<file path="src/relay_pkg.sv">
// Purpose: Shared constants and types for the network master command relay
// Assumes: Characters are 8-bit ASCII, one per stream beat
// Notes:   Letter compares go through case_mask so either case is accepted
package relay_pkg;
  localparam logic [7:0]  CH_B         = 8'h42;
  localparam logic [7:0]  CH_P         = 8'h50;
  localparam logic [7:0]  CH_C         = 8'h43;
  localparam logic [7:0]  CH_S         = 8'h53;
  localparam logic [7:0]  CH_0         = 8'h30;
  localparam logic [7:0]  CASE_MASK    = 8'hDF;
  localparam logic [7:0]  MAX_PSET     = 8'h02;
  localparam logic [3:0]  PS_OK        = 4'h0;
  localparam logic [3:0]  PS_BAD_PARAM = 4'h6;
  localparam logic [15:0] MASTER_ADDR  = 16'h3030;
  localparam int          FIFO_DEPTH   = 32;
  localparam logic [2:0]  IDX_ZERO     = 3'h0;
  localparam logic [2:0]  IDX_ADDR_LO  = 3'h1;
  localparam logic [2:0]  IDX_ACK_P    = 3'h2;
  localparam logic [2:0]  IDX_ACK_S    = 3'h3;
  localparam logic [2:0]  IDX_ACK_CODE = 3'h4;

  typedef struct packed {
    logic [7:0] data;
    logic       last;
  } char_t;

  typedef struct packed {
    logic [15:0] addr;
    logic [7:0]  data;
    logic        last;
  } resp_t;

  typedef enum logic [3:0] {
    P_ADDR0, P_ADDR1, P_CMD, P_BCAST, P_PC1, P_PC_SRC, P_PC_DST, P_PS_WAIT, P_ACKW, P_DROP
  } parse_state_t;

  typedef enum logic [1:0] {
    T_IDLE, T_ACK, T_RESP
  } tx_state_t;
endpackage

</file>
<file path="src/cmd_relay.sv">
// Purpose: Command interpreter of the network master: parameter-set copy and broadcast relay
// Assumes: Host characters arrive as a stream with last marking the command end
// Notes:   Slave replies are buffered and returned one whole response at a time
//
// Function
// - Answer a good parameter-set copy with param_ok_ack, a failure with another code.
// - Broadcast command forwards the appended command to every slave.
// - Version replies from slaves after a broadcast query go back to the host.
// - Acknowledgements after broadcast are exactly those the slaves produce.
// - The master sends no acknowledgement of its own for broadcast.
// - No separators between command and parameters; either letter case accepted.
// - Every acknowledgement to the host carries the two-character producer address.
`timescale 1ns/1ps
module cmd_relay #(
  parameter logic [15:0] master_addr = relay_pkg::MASTER_ADDR,
  parameter int          fifo_depth  = relay_pkg::FIFO_DEPTH
) (
  input  wire logic              ref_clk,
  input  wire logic              rst_n,
  input  wire relay_pkg::char_t  host_rx,
  input  wire logic              host_rx_valid,
  output logic                   host_rx_ready,
  output relay_pkg::char_t       host_tx,
  output logic                   host_tx_valid,
  input  wire logic              host_tx_ready,
  output relay_pkg::char_t       net_tx,
  output logic                   net_tx_valid,
  input  wire logic              net_tx_ready,
  input  wire relay_pkg::resp_t  net_rx,
  input  wire logic              net_rx_valid,
  output logic                   net_rx_ready,
  output logic                   ps_req,
  output logic [1:0]             ps_src,
  output logic [1:0]             ps_dst,
  input  wire logic              ps_done,
  input  wire logic [3:0]        ps_code
);
  relay_pkg::parse_state_t p_ff, nxt_p;
  relay_pkg::tx_state_t    t_ff, nxt_t;
  relay_pkg::char_t        net_tx_ff, nxt_net_tx, host_tx_ff, nxt_host_tx;
  relay_pkg::resp_t        fifo_out;
  logic                    net_valid_ff, nxt_net_valid, rx_ready_ff, nxt_rx_ready;
  logic                    host_valid_ff, nxt_host_valid;
  logic                    ps_req_ff, nxt_ps_req, ack_pend_ff, nxt_ack_pend;
  logic [1:0]              src_ff, nxt_src, dst_ff, nxt_dst;
  logic [3:0]              code_ff, nxt_code;
  logic [7:0]              addr0_ff, nxt_addr0;
  logic [2:0]              idx_ff, nxt_idx;
  logic                    take, ack_take, fifo_valid, fifo_pop, tx_slot;
  logic [7:0]              up, dig;
  logic                    dig_ok;

  resp_fifo #(
    .WIDTH ($bits(relay_pkg::resp_t)),
    .DEPTH (fifo_depth)
  ) u_resp_fifo (
    .ref_clk   (ref_clk),
    .rst_n     (rst_n),
    .in_data   (net_rx),
    .in_valid  (net_rx_valid),
    .in_ready  (net_rx_ready),
    .out_data  (fifo_out),
    .out_valid (fifo_valid),
    .out_ready (fifo_pop)
  );

  // Command parser
  always_comb begin
    take          = host_rx_valid && rx_ready_ff;
    up            = host_rx.data & relay_pkg::CASE_MASK;
    dig           = host_rx.data - relay_pkg::CH_0;
    dig_ok        = host_rx.data >= relay_pkg::CH_0 && dig <= relay_pkg::MAX_PSET;
    nxt_p         = p_ff;
    nxt_addr0     = addr0_ff;
    nxt_src       = src_ff;
    nxt_dst       = dst_ff;
    nxt_code      = code_ff;
    nxt_ps_req    = 1'b0;
    nxt_ack_pend  = ack_pend_ff && !ack_take;
    nxt_net_tx    = net_tx_ff;
    nxt_net_valid = net_valid_ff && !net_tx_ready;
    case (p_ff)
      relay_pkg::P_ADDR0: begin
        if (take) begin
          nxt_addr0 = host_rx.data;
          nxt_p     = host_rx.last ? relay_pkg::P_ADDR0 : relay_pkg::P_ADDR1;
        end
      end
      relay_pkg::P_ADDR1: begin
        if (take) begin
          if (host_rx.last) begin
            nxt_p = relay_pkg::P_ADDR0;
          end else if ({addr0_ff, host_rx.data} == master_addr) begin
            nxt_p = relay_pkg::P_CMD;
          end else begin
            nxt_p = relay_pkg::P_DROP;
          end
        end
      end
      relay_pkg::P_CMD: begin
        if (take) begin
          if (host_rx.last) begin
            nxt_p = relay_pkg::P_ADDR0;
          end else if (up == relay_pkg::CH_B) begin
            nxt_p = relay_pkg::P_BCAST;
          end else if (up == relay_pkg::CH_P) begin
            nxt_p = relay_pkg::P_PC1;
          end else begin
            nxt_p = relay_pkg::P_DROP;
          end
        end
      end
      relay_pkg::P_BCAST: begin
        // Whatever follows goes out unchecked, including its end mark
        if (take) begin
          nxt_net_tx    = host_rx;
          nxt_net_valid = 1'b1;
          nxt_p         = host_rx.last ? relay_pkg::P_ADDR0 : relay_pkg::P_BCAST;
        end
      end
      relay_pkg::P_PC1: begin
        if (take) begin
          if (host_rx.last) begin
            nxt_p = relay_pkg::P_ADDR0;
          end else begin
            nxt_p = (up == relay_pkg::CH_C) ? relay_pkg::P_PC_SRC : relay_pkg::P_DROP;
          end
        end
      end
      relay_pkg::P_PC_SRC: begin
        if (take) begin
          nxt_src  = dig[1:0];
          nxt_code = dig_ok ? relay_pkg::PS_OK : relay_pkg::PS_BAD_PARAM;
          nxt_p    = host_rx.last ? relay_pkg::P_ADDR0 : relay_pkg::P_PC_DST;
        end
      end
      relay_pkg::P_PC_DST: begin
        if (take) begin
          if (!host_rx.last) begin
            nxt_p = relay_pkg::P_DROP;
          end else if (dig_ok && code_ff == relay_pkg::PS_OK) begin
            nxt_dst    = dig[1:0];
            nxt_ps_req = 1'b1;
            nxt_p      = relay_pkg::P_PS_WAIT;
          end else begin
            // Bad set numbers never reach the store
            nxt_code     = relay_pkg::PS_BAD_PARAM;
            nxt_ack_pend = 1'b1;
            nxt_p        = relay_pkg::P_ACKW;
          end
        end
      end
      relay_pkg::P_PS_WAIT: begin
        if (ps_done) begin
          nxt_code     = ps_code;
          nxt_ack_pend = 1'b1;
          nxt_p        = relay_pkg::P_ACKW;
        end
      end
      relay_pkg::P_ACKW: begin
        if (ack_take) begin
          nxt_p = relay_pkg::P_ADDR0;
        end
      end
      relay_pkg::P_DROP: begin
        if (take && host_rx.last) begin
          nxt_p = relay_pkg::P_ADDR0;
        end
      end
      default: nxt_p = relay_pkg::P_ADDR0;
    endcase
    // Registered ready: broadcast waits until the one-byte slot is free
    case (nxt_p)
      relay_pkg::P_PS_WAIT, relay_pkg::P_ACKW: nxt_rx_ready = 1'b0;
      relay_pkg::P_BCAST:                      nxt_rx_ready = !nxt_net_valid;
      default:                                 nxt_rx_ready = 1'b1;
    endcase
  end

  always_ff @(posedge ref_clk or negedge rst_n) begin
    if (!rst_n) begin
      p_ff         <= relay_pkg::P_ADDR0;
      addr0_ff     <= '0;
      src_ff       <= '0;
      dst_ff       <= '0;
      code_ff      <= '0;
      ps_req_ff    <= 1'b0;
      ack_pend_ff  <= 1'b0;
      net_tx_ff    <= '0;
      net_valid_ff <= 1'b0;
      rx_ready_ff  <= 1'b0;
    end else begin
      p_ff         <= nxt_p;
      addr0_ff     <= nxt_addr0;
      src_ff       <= nxt_src;
      dst_ff       <= nxt_dst;
      code_ff      <= nxt_code;
      ps_req_ff    <= nxt_ps_req;
      ack_pend_ff  <= nxt_ack_pend;
      net_tx_ff    <= nxt_net_tx;
      net_valid_ff <= nxt_net_valid;
      rx_ready_ff  <= nxt_rx_ready;
    end
  end

  // Host transmitter: switches source only between whole messages
  always_comb begin
    tx_slot        = !host_valid_ff || host_tx_ready;
    nxt_t          = t_ff;
    nxt_idx        = idx_ff;
    nxt_host_tx    = host_tx_ff;
    nxt_host_valid = host_valid_ff && !host_tx_ready;
    ack_take       = 1'b0;
    fifo_pop       = 1'b0;
    case (t_ff)
      relay_pkg::T_IDLE: begin
        nxt_idx = relay_pkg::IDX_ZERO;
        // Local answer first; it is short and the parser stalls on it
        if (ack_pend_ff) begin
          ack_take = 1'b1;
          nxt_t    = relay_pkg::T_ACK;
        end else if (fifo_valid) begin
          nxt_t = relay_pkg::T_RESP;
        end
      end
      relay_pkg::T_ACK: begin
        if (tx_slot) begin
          nxt_host_valid   = 1'b1;
          nxt_host_tx.last = 1'b0;
          nxt_idx          = idx_ff + 3'h1;
          case (idx_ff)
            relay_pkg::IDX_ZERO:    nxt_host_tx.data = master_addr[15:8];
            relay_pkg::IDX_ADDR_LO: nxt_host_tx.data = master_addr[7:0];
            relay_pkg::IDX_ACK_P:   nxt_host_tx.data = relay_pkg::CH_P;
            relay_pkg::IDX_ACK_S:   nxt_host_tx.data = relay_pkg::CH_S;
            default: begin
              nxt_host_tx.data = relay_pkg::CH_0 + {4'h0, code_ff};
              nxt_host_tx.last = 1'b1;
              nxt_t            = relay_pkg::T_IDLE;
            end
          endcase
        end
      end
      relay_pkg::T_RESP: begin
        if (tx_slot) begin
          nxt_host_valid   = 1'b1;
          nxt_host_tx.last = 1'b0;
          if (idx_ff == relay_pkg::IDX_ZERO) begin
            nxt_host_tx.data = fifo_out.addr[15:8];
            nxt_idx          = relay_pkg::IDX_ADDR_LO;
          end else if (idx_ff == relay_pkg::IDX_ADDR_LO) begin
            nxt_host_tx.data = fifo_out.addr[7:0];
            nxt_idx          = relay_pkg::IDX_ACK_P;
          end else if (fifo_valid) begin
            // Slave bytes pass untouched so the host sees their own answers
            fifo_pop    = 1'b1;
            nxt_host_tx = '{data: fifo_out.data, last: fifo_out.last};
            if (fifo_out.last) begin
              nxt_t = relay_pkg::T_IDLE;
            end
          end else begin
            nxt_host_valid = 1'b0;
          end
        end
      end
      default: nxt_t = relay_pkg::T_IDLE;
    endcase
  end

  always_ff @(posedge ref_clk or negedge rst_n) begin
    if (!rst_n) begin
      t_ff          <= relay_pkg::T_IDLE;
      idx_ff        <= '0;
      host_tx_ff    <= '0;
      host_valid_ff <= 1'b0;
    end else begin
      t_ff          <= nxt_t;
      idx_ff        <= nxt_idx;
      host_tx_ff    <= nxt_host_tx;
      host_valid_ff <= nxt_host_valid;
    end
  end

  assign host_rx_ready = rx_ready_ff;
  assign host_tx       = host_tx_ff;
  assign host_tx_valid = host_valid_ff;
  assign net_tx        = net_tx_ff;
  assign net_tx_valid  = net_valid_ff;
  assign ps_req        = ps_req_ff;
  assign ps_src        = src_ff;
  assign ps_dst        = dst_ff;
endmodule

</file>
<file path="src/resp_fifo.sv">
// Purpose: Synchronous FIFO holding slave responses bound for the host
// Assumes: Single clock, depth a power of two
// Notes:   Ready and valid are flops, so full and empty lag nothing
`timescale 1ns/1ps
module resp_fifo #(
  parameter int WIDTH = 25,
  parameter int DEPTH = relay_pkg::FIFO_DEPTH
) (
  input  wire logic             ref_clk,
  input  wire logic             rst_n,
  input  wire logic [WIDTH-1:0] in_data,
  input  wire logic             in_valid,
  output logic                  in_ready,
  output logic      [WIDTH-1:0] out_data,
  output logic                  out_valid,
  input  wire logic             out_ready
);
  localparam int AW = $clog2(DEPTH);

  logic [WIDTH-1:0] mem [DEPTH];
  logic [AW-1:0]    wr_ff, rd_ff, nxt_wr, nxt_rd;
  logic [AW:0]      cnt_ff, nxt_cnt;
  logic             in_ready_ff, out_valid_ff, nxt_in_ready, nxt_out_valid;
  logic             push, pop;

  always_comb begin
    push          = in_valid && in_ready_ff;
    pop           = out_ready && out_valid_ff;
    nxt_wr        = push ? wr_ff + 1'b1 : wr_ff;
    nxt_rd        = pop ? rd_ff + 1'b1 : rd_ff;
    nxt_cnt       = cnt_ff + {{AW{1'b0}}, push} - {{AW{1'b0}}, pop};
    nxt_in_ready  = nxt_cnt != (AW+1)'(DEPTH);
    nxt_out_valid = nxt_cnt != '0;
  end

  always_ff @(posedge ref_clk or negedge rst_n) begin
    if (!rst_n) begin
      wr_ff        <= '0;
      rd_ff        <= '0;
      cnt_ff       <= '0;
      in_ready_ff  <= 1'b1;
      out_valid_ff <= 1'b0;
    end else begin
      wr_ff        <= nxt_wr;
      rd_ff        <= nxt_rd;
      cnt_ff       <= nxt_cnt;
      in_ready_ff  <= nxt_in_ready;
      out_valid_ff <= nxt_out_valid;
    end
  end

  // Storage has no reset; contents are only read once valid
  always_ff @(posedge ref_clk) begin
    if (push) begin
      mem[wr_ff] <= in_data;
    end
  end

  assign in_ready  = in_ready_ff;
  assign out_valid = out_valid_ff;
  assign out_data  = mem[rd_ff];
endmodule

</file>
<file path="config.mk">
export PLATFORM = sky130hd
export DESIGN_NAME = cmd_relay
export DESIGN_NICKNAME = d
export VERILOG_FILES = /design/src/relay_pkg.sv /design/src/cmd_relay.sv /design/src/resp_fifo.sv
export SDC_FILE = /design/constraint.sdc
export NUM_CORES = 1
export LEC_CHECK = 0
export ABC_AREA = 0
export BUFFER_PORTS_ARGS = -buffer_cell sky130_fd_sc_hd__clkbuf_2
export CORE_AREA = 5 5 299 301
export CTS_BUF_LIST = sky130_fd_sc_hd__clkbuf_4
export DETAILED_ROUTE_END_ITERATION = 7
export DIE_AREA = 0 0 304 306
export PLACE_DENSITY = 0.63
export SYNTH_ARGS = -nofsm -noshare
export SYNTH_HDL_FRONTEND = slang
export SYNTH_HIERARCHICAL = 1
export SYNTH_SLANG_ARGS = --single-unit
export TNS_END_PERCENT = 50
</file>
<file path="constraint.sdc">
create_clock -name ref_clk -period 8 [get_ports ref_clk]
set_input_delay 1.6 -clock ref_clk [delete_from_list [all_inputs] [get_ports ref_clk]]
set_output_delay 1.6 -clock ref_clk [all_outputs]
set_load 0.01 [all_outputs]
</file>
==> out/metrics.cfg <==
[synth]
synth_top_area_share = 0.700
synth_top_area_cell = edfxtp_1
yosysSeqAreaShare = 0.748
synth_compound_area_frac = 0.0466
netlist_instances = 1772
ys_async_sr_fraction = 0.0762
synth_top_family_by_area = multiplexers
muxShareOfSynthArea = 0.143
synthDistinctLibCells = 69
synthesis.nets = 1838
ys_top_cells_by_area = edfxtp_1 70%, mux4_2 9.8%, dfrtp_1 4.7%
synth-seq-cells = 866
synth_simple_gate_area_frac = 0.0327
yosysWarnings = 6
synthAdderAreaFrac = 0.00787
yosys.area_share.xor_xnor = 0.00281
syn_area_sq_um = 34300
avgSynthCellArea_sq_um = 19.4
ys.flop_type = edfxtp_1
synth_edf_count = 800

[final_layout]
fin_nets = 2080
n_fill_cell = 7362
regArea_sq_um = 25700
mostFrequentLayoutCells = 800 x edfxtp_1, 318 x clkbuf_4, 150 x mux4_2
drive_gt1_frac = 0.314
area_growth_pct = 13.0
final_common_cell = edfxtp_1
multiInputGateArea_sq_um = 8110
final_core_util = 0.449

[detailed_routing]
first_iter_violations = 1771
route.detailed.drc = 0
route.met2.wl_um = 36900
top_layer = met4
vias = 18319
dr_wl_met3_um = 6560
met1_length_um = 34100
vias_per_cell = 5.51
ant_nets = 0
routedWlPerCell_um = 23.7
drtPass1Iterations = 5
wirelength_um = 78900

[timing]
post-route-min-period_ps = 4080
fin_tns_setup_ps = 0
drv_slew = 0
hold_ws_ps = 507
setup_viol = 0
max_freq_ghz = 0.245
hold_viol = 0
skew_ps = 81.1
rsz0062_at_grt = no
timing.final.crit_share = 0.511
slew_headroom = 0.144
tightest_slew_ps = 1280

[setup_path]
critPathRequiredTime_ps = 8850
reg2reg_depth = 15
cpMostUsedCell = inv_1
timing.rr.end = u_resp_fifo/out_valid$_DFF_PN0_
crit_fanout = 10
cp.buffers_inverters = 4
r2r_setup_slack_ps = 3920
max_stage_delay_ps = 740
path_cells = inv_1 > ha_1 > inv_1 > o21ai_1 > nor2_1 > and3_1 > and2_1 > ha_1 > inv_1 > ha_1 > inv_1 > fa_1 > xnor2_1 > nor4_1 > nand3b_1
worstSetupPathType = flop to flop
start_kind = flop
critPathSlowestCell = o21ai_1
critPathArrivalTime_ps = 4940
regToRegStartpoint = idx_ff[0]$_DFFE_PN0P_
end_kind = flop
crit_family = adder cells

[floorplanning]
die_w_um = 304
start_util = 0.397
core.rowCount = 108
dieHeight_um = 306
boundaryPins = 72
dieArea_sq_um = 93000
core_area_sq_um = 86300

[place]
hpwl_um = 46400
place.gp.congestion = 0.857
portBuffers = 71

[worst_hold_path]
whs_endpoint = ps_src[1]$_DFFE_PN0P_
hold_start = ps_src[1]$_DFFE_PN0P_
whs_path_depth = 1
hold_class = flop to flop

[cts]
cts_tree = yes
cts.sinks = 866
cts_hold_buf = 0
cts_buffers = 216
cts_setup_buffers = 0
clock_path_buffers = 3
clkTransAtPathRegs_ps = 70
htreeDepth = 4
clock_latency_ps = 1040
cts-root-buf = clkbuf_4
cts_resized = 0

[pwr]
p_leak_nw = 13.1
power_density_nw_per_um2 = 331
fin_total_pwr_mw = 12.9
vdd_drop_max_mv = 0.225

[global_route]
antenna_found_initial = 6
grt.total_usage = 0.168
grt_start_max_net_pins = 92
grt_pass1_wl_um = 119000
first_global_vias = 19011
grt_overflow_total = 0

[run_status]
status = finished clean

[job]
drv_cap = 0

area by class of cell:
class | instances | area share
Timing Repair Buffer | 121 | 0.0192
Clock inverter | 51 | 0.00835
Sequential cell | 866 | 0.662
Multi-Input combinational cell | 785 | 0.209
Inverter | 24 | 0.00232
Antenna cell | 3 | 0.000194
Tap cell | 1155 | 0.0372
Clock buffer | 318 | 0.0615
report_power, final:
group          total, mW  switching, mW  internal, mW
Clock               3.60           1.67          1.93
Combinational       3.68           2.15          1.53
Sequential          5.57          0.234          5.33
Total               12.9           4.06          8.79
flip-flops by register name (all words and copies together), names as in the netlist, 2 cells and up:
signal and count:
u_resp_fifo/cnt_ff 6, code_ff 4, idx_ff 3, t_ff 2
net_tx 9, host_tx 9, u_resp_fifo/wr_ff 5, ps_dst 2
ps_src 2, u_resp_fifo/rd_ff 5, u_resp_fifo/mem 800, addr0_ff 8
p_ff 4
synth_stat cells, types with 10 or more instances:
| master | number |
|---|---|
| edfxtp_1 | 800 |
| mux4_2 | 150 |
| mux2i_1 | 127 |
| dfrtp_1 | 65 |
| a21oi_1 | 62 |
| nor2_1 | 54 |
| o22ai_1 | 54 |
| clkbuf_1 | 41 |
| nand2_1 | 41 |
| a221oi_1 | 27 |
| a22oi_1 | 26 |
| buf_2 | 24 |
| inv_1 | 24 |
| a211oi_1 | 23 |
| mux2_2 | 23 |
| or3_1 | 22 |
| ha_1 | 20 |
| nand3_1 | 19 |
| buf_4 | 16 |
| o21ai_0 | 14 |
| nor3_1 | 12 |
| nor2b_1 | 11 |
| and3_1 | 10 |
routing by layer:
| metal | global-route usage | vias to the layer above |
|---|---|---|
| li1 | - | 7919 |
| met1 | 0.234 | 9478 |
| met2 | 0.260 | 811 |
| met3 | 0.0484 | 111 |
| met4 | 0.0530 | 0 |
| met5 | 0 | - |
kinds of logic (layout without fill, tap and decap cells):
| kind of cell | after synthesis | in the layout |
|---|---|---|
| muxes | 300 | 300 |
| other | 0 | 3 |
| adders and majority gates | 21 | 21 |
| AOI/OAI and AO/OA | 240 | 240 |
| buffers and inverters | 121 | 514 |
| and+or+nand+nor | 213 | 213 |
| DFF | 866 | 866 |
| xor gates and xnor gates | 11 | 11 |
worst register-to-register path, delay by kind of cell (launching register included):
family	cells	cell delay (ps)
buffers and inverters	4	300
DFF	1	440
and+or+nand+nor	5	1120
xor gates and xnor gates	1	170
adders and majority gates	4	1130
AOI/OAI and AO/OA	1	740
through the flow:
stage                     instance area, sq um  setup WS, ps  instances
after global placement                   36100          3730       2951
after floorplan                          34300          3540       1772
final                                    38800          3920       3323
after CTS                                38800          3920       3320
after global routing                     38800          3630       3321
after detailed placement                 36100          3700       2951
how the worst max path moves through the flow:
stage | from | to | cells past startpoint
2_1_floorplan | net_rx_valid | u_resp_fifo/mem[25][0]$_DFFE_PP_ | 4
3_3_place_gp | host_tx_ready | u_resp_fifo/out_valid$_DFF_PN0_ | 12
3_5_place_dp | host_tx_ready | u_resp_fifo/out_valid$_DFF_PN0_ | 12
4_1_cts | u_resp_fifo/rd_ff[0]$_DFFE_PN0P_ | host_tx[2]$_DFFE_PN0P_ | 10
5_1_grt | t_ff[0]$_DFFE_PN0P_ | u_resp_fifo/in_ready$_DFF_PN1_ | 14
6_report | idx_ff[0]$_DFFE_PN0P_ | u_resp_fifo/out_valid$_DFF_PN0_ | 15
Power figures use the tool's default switching activity.
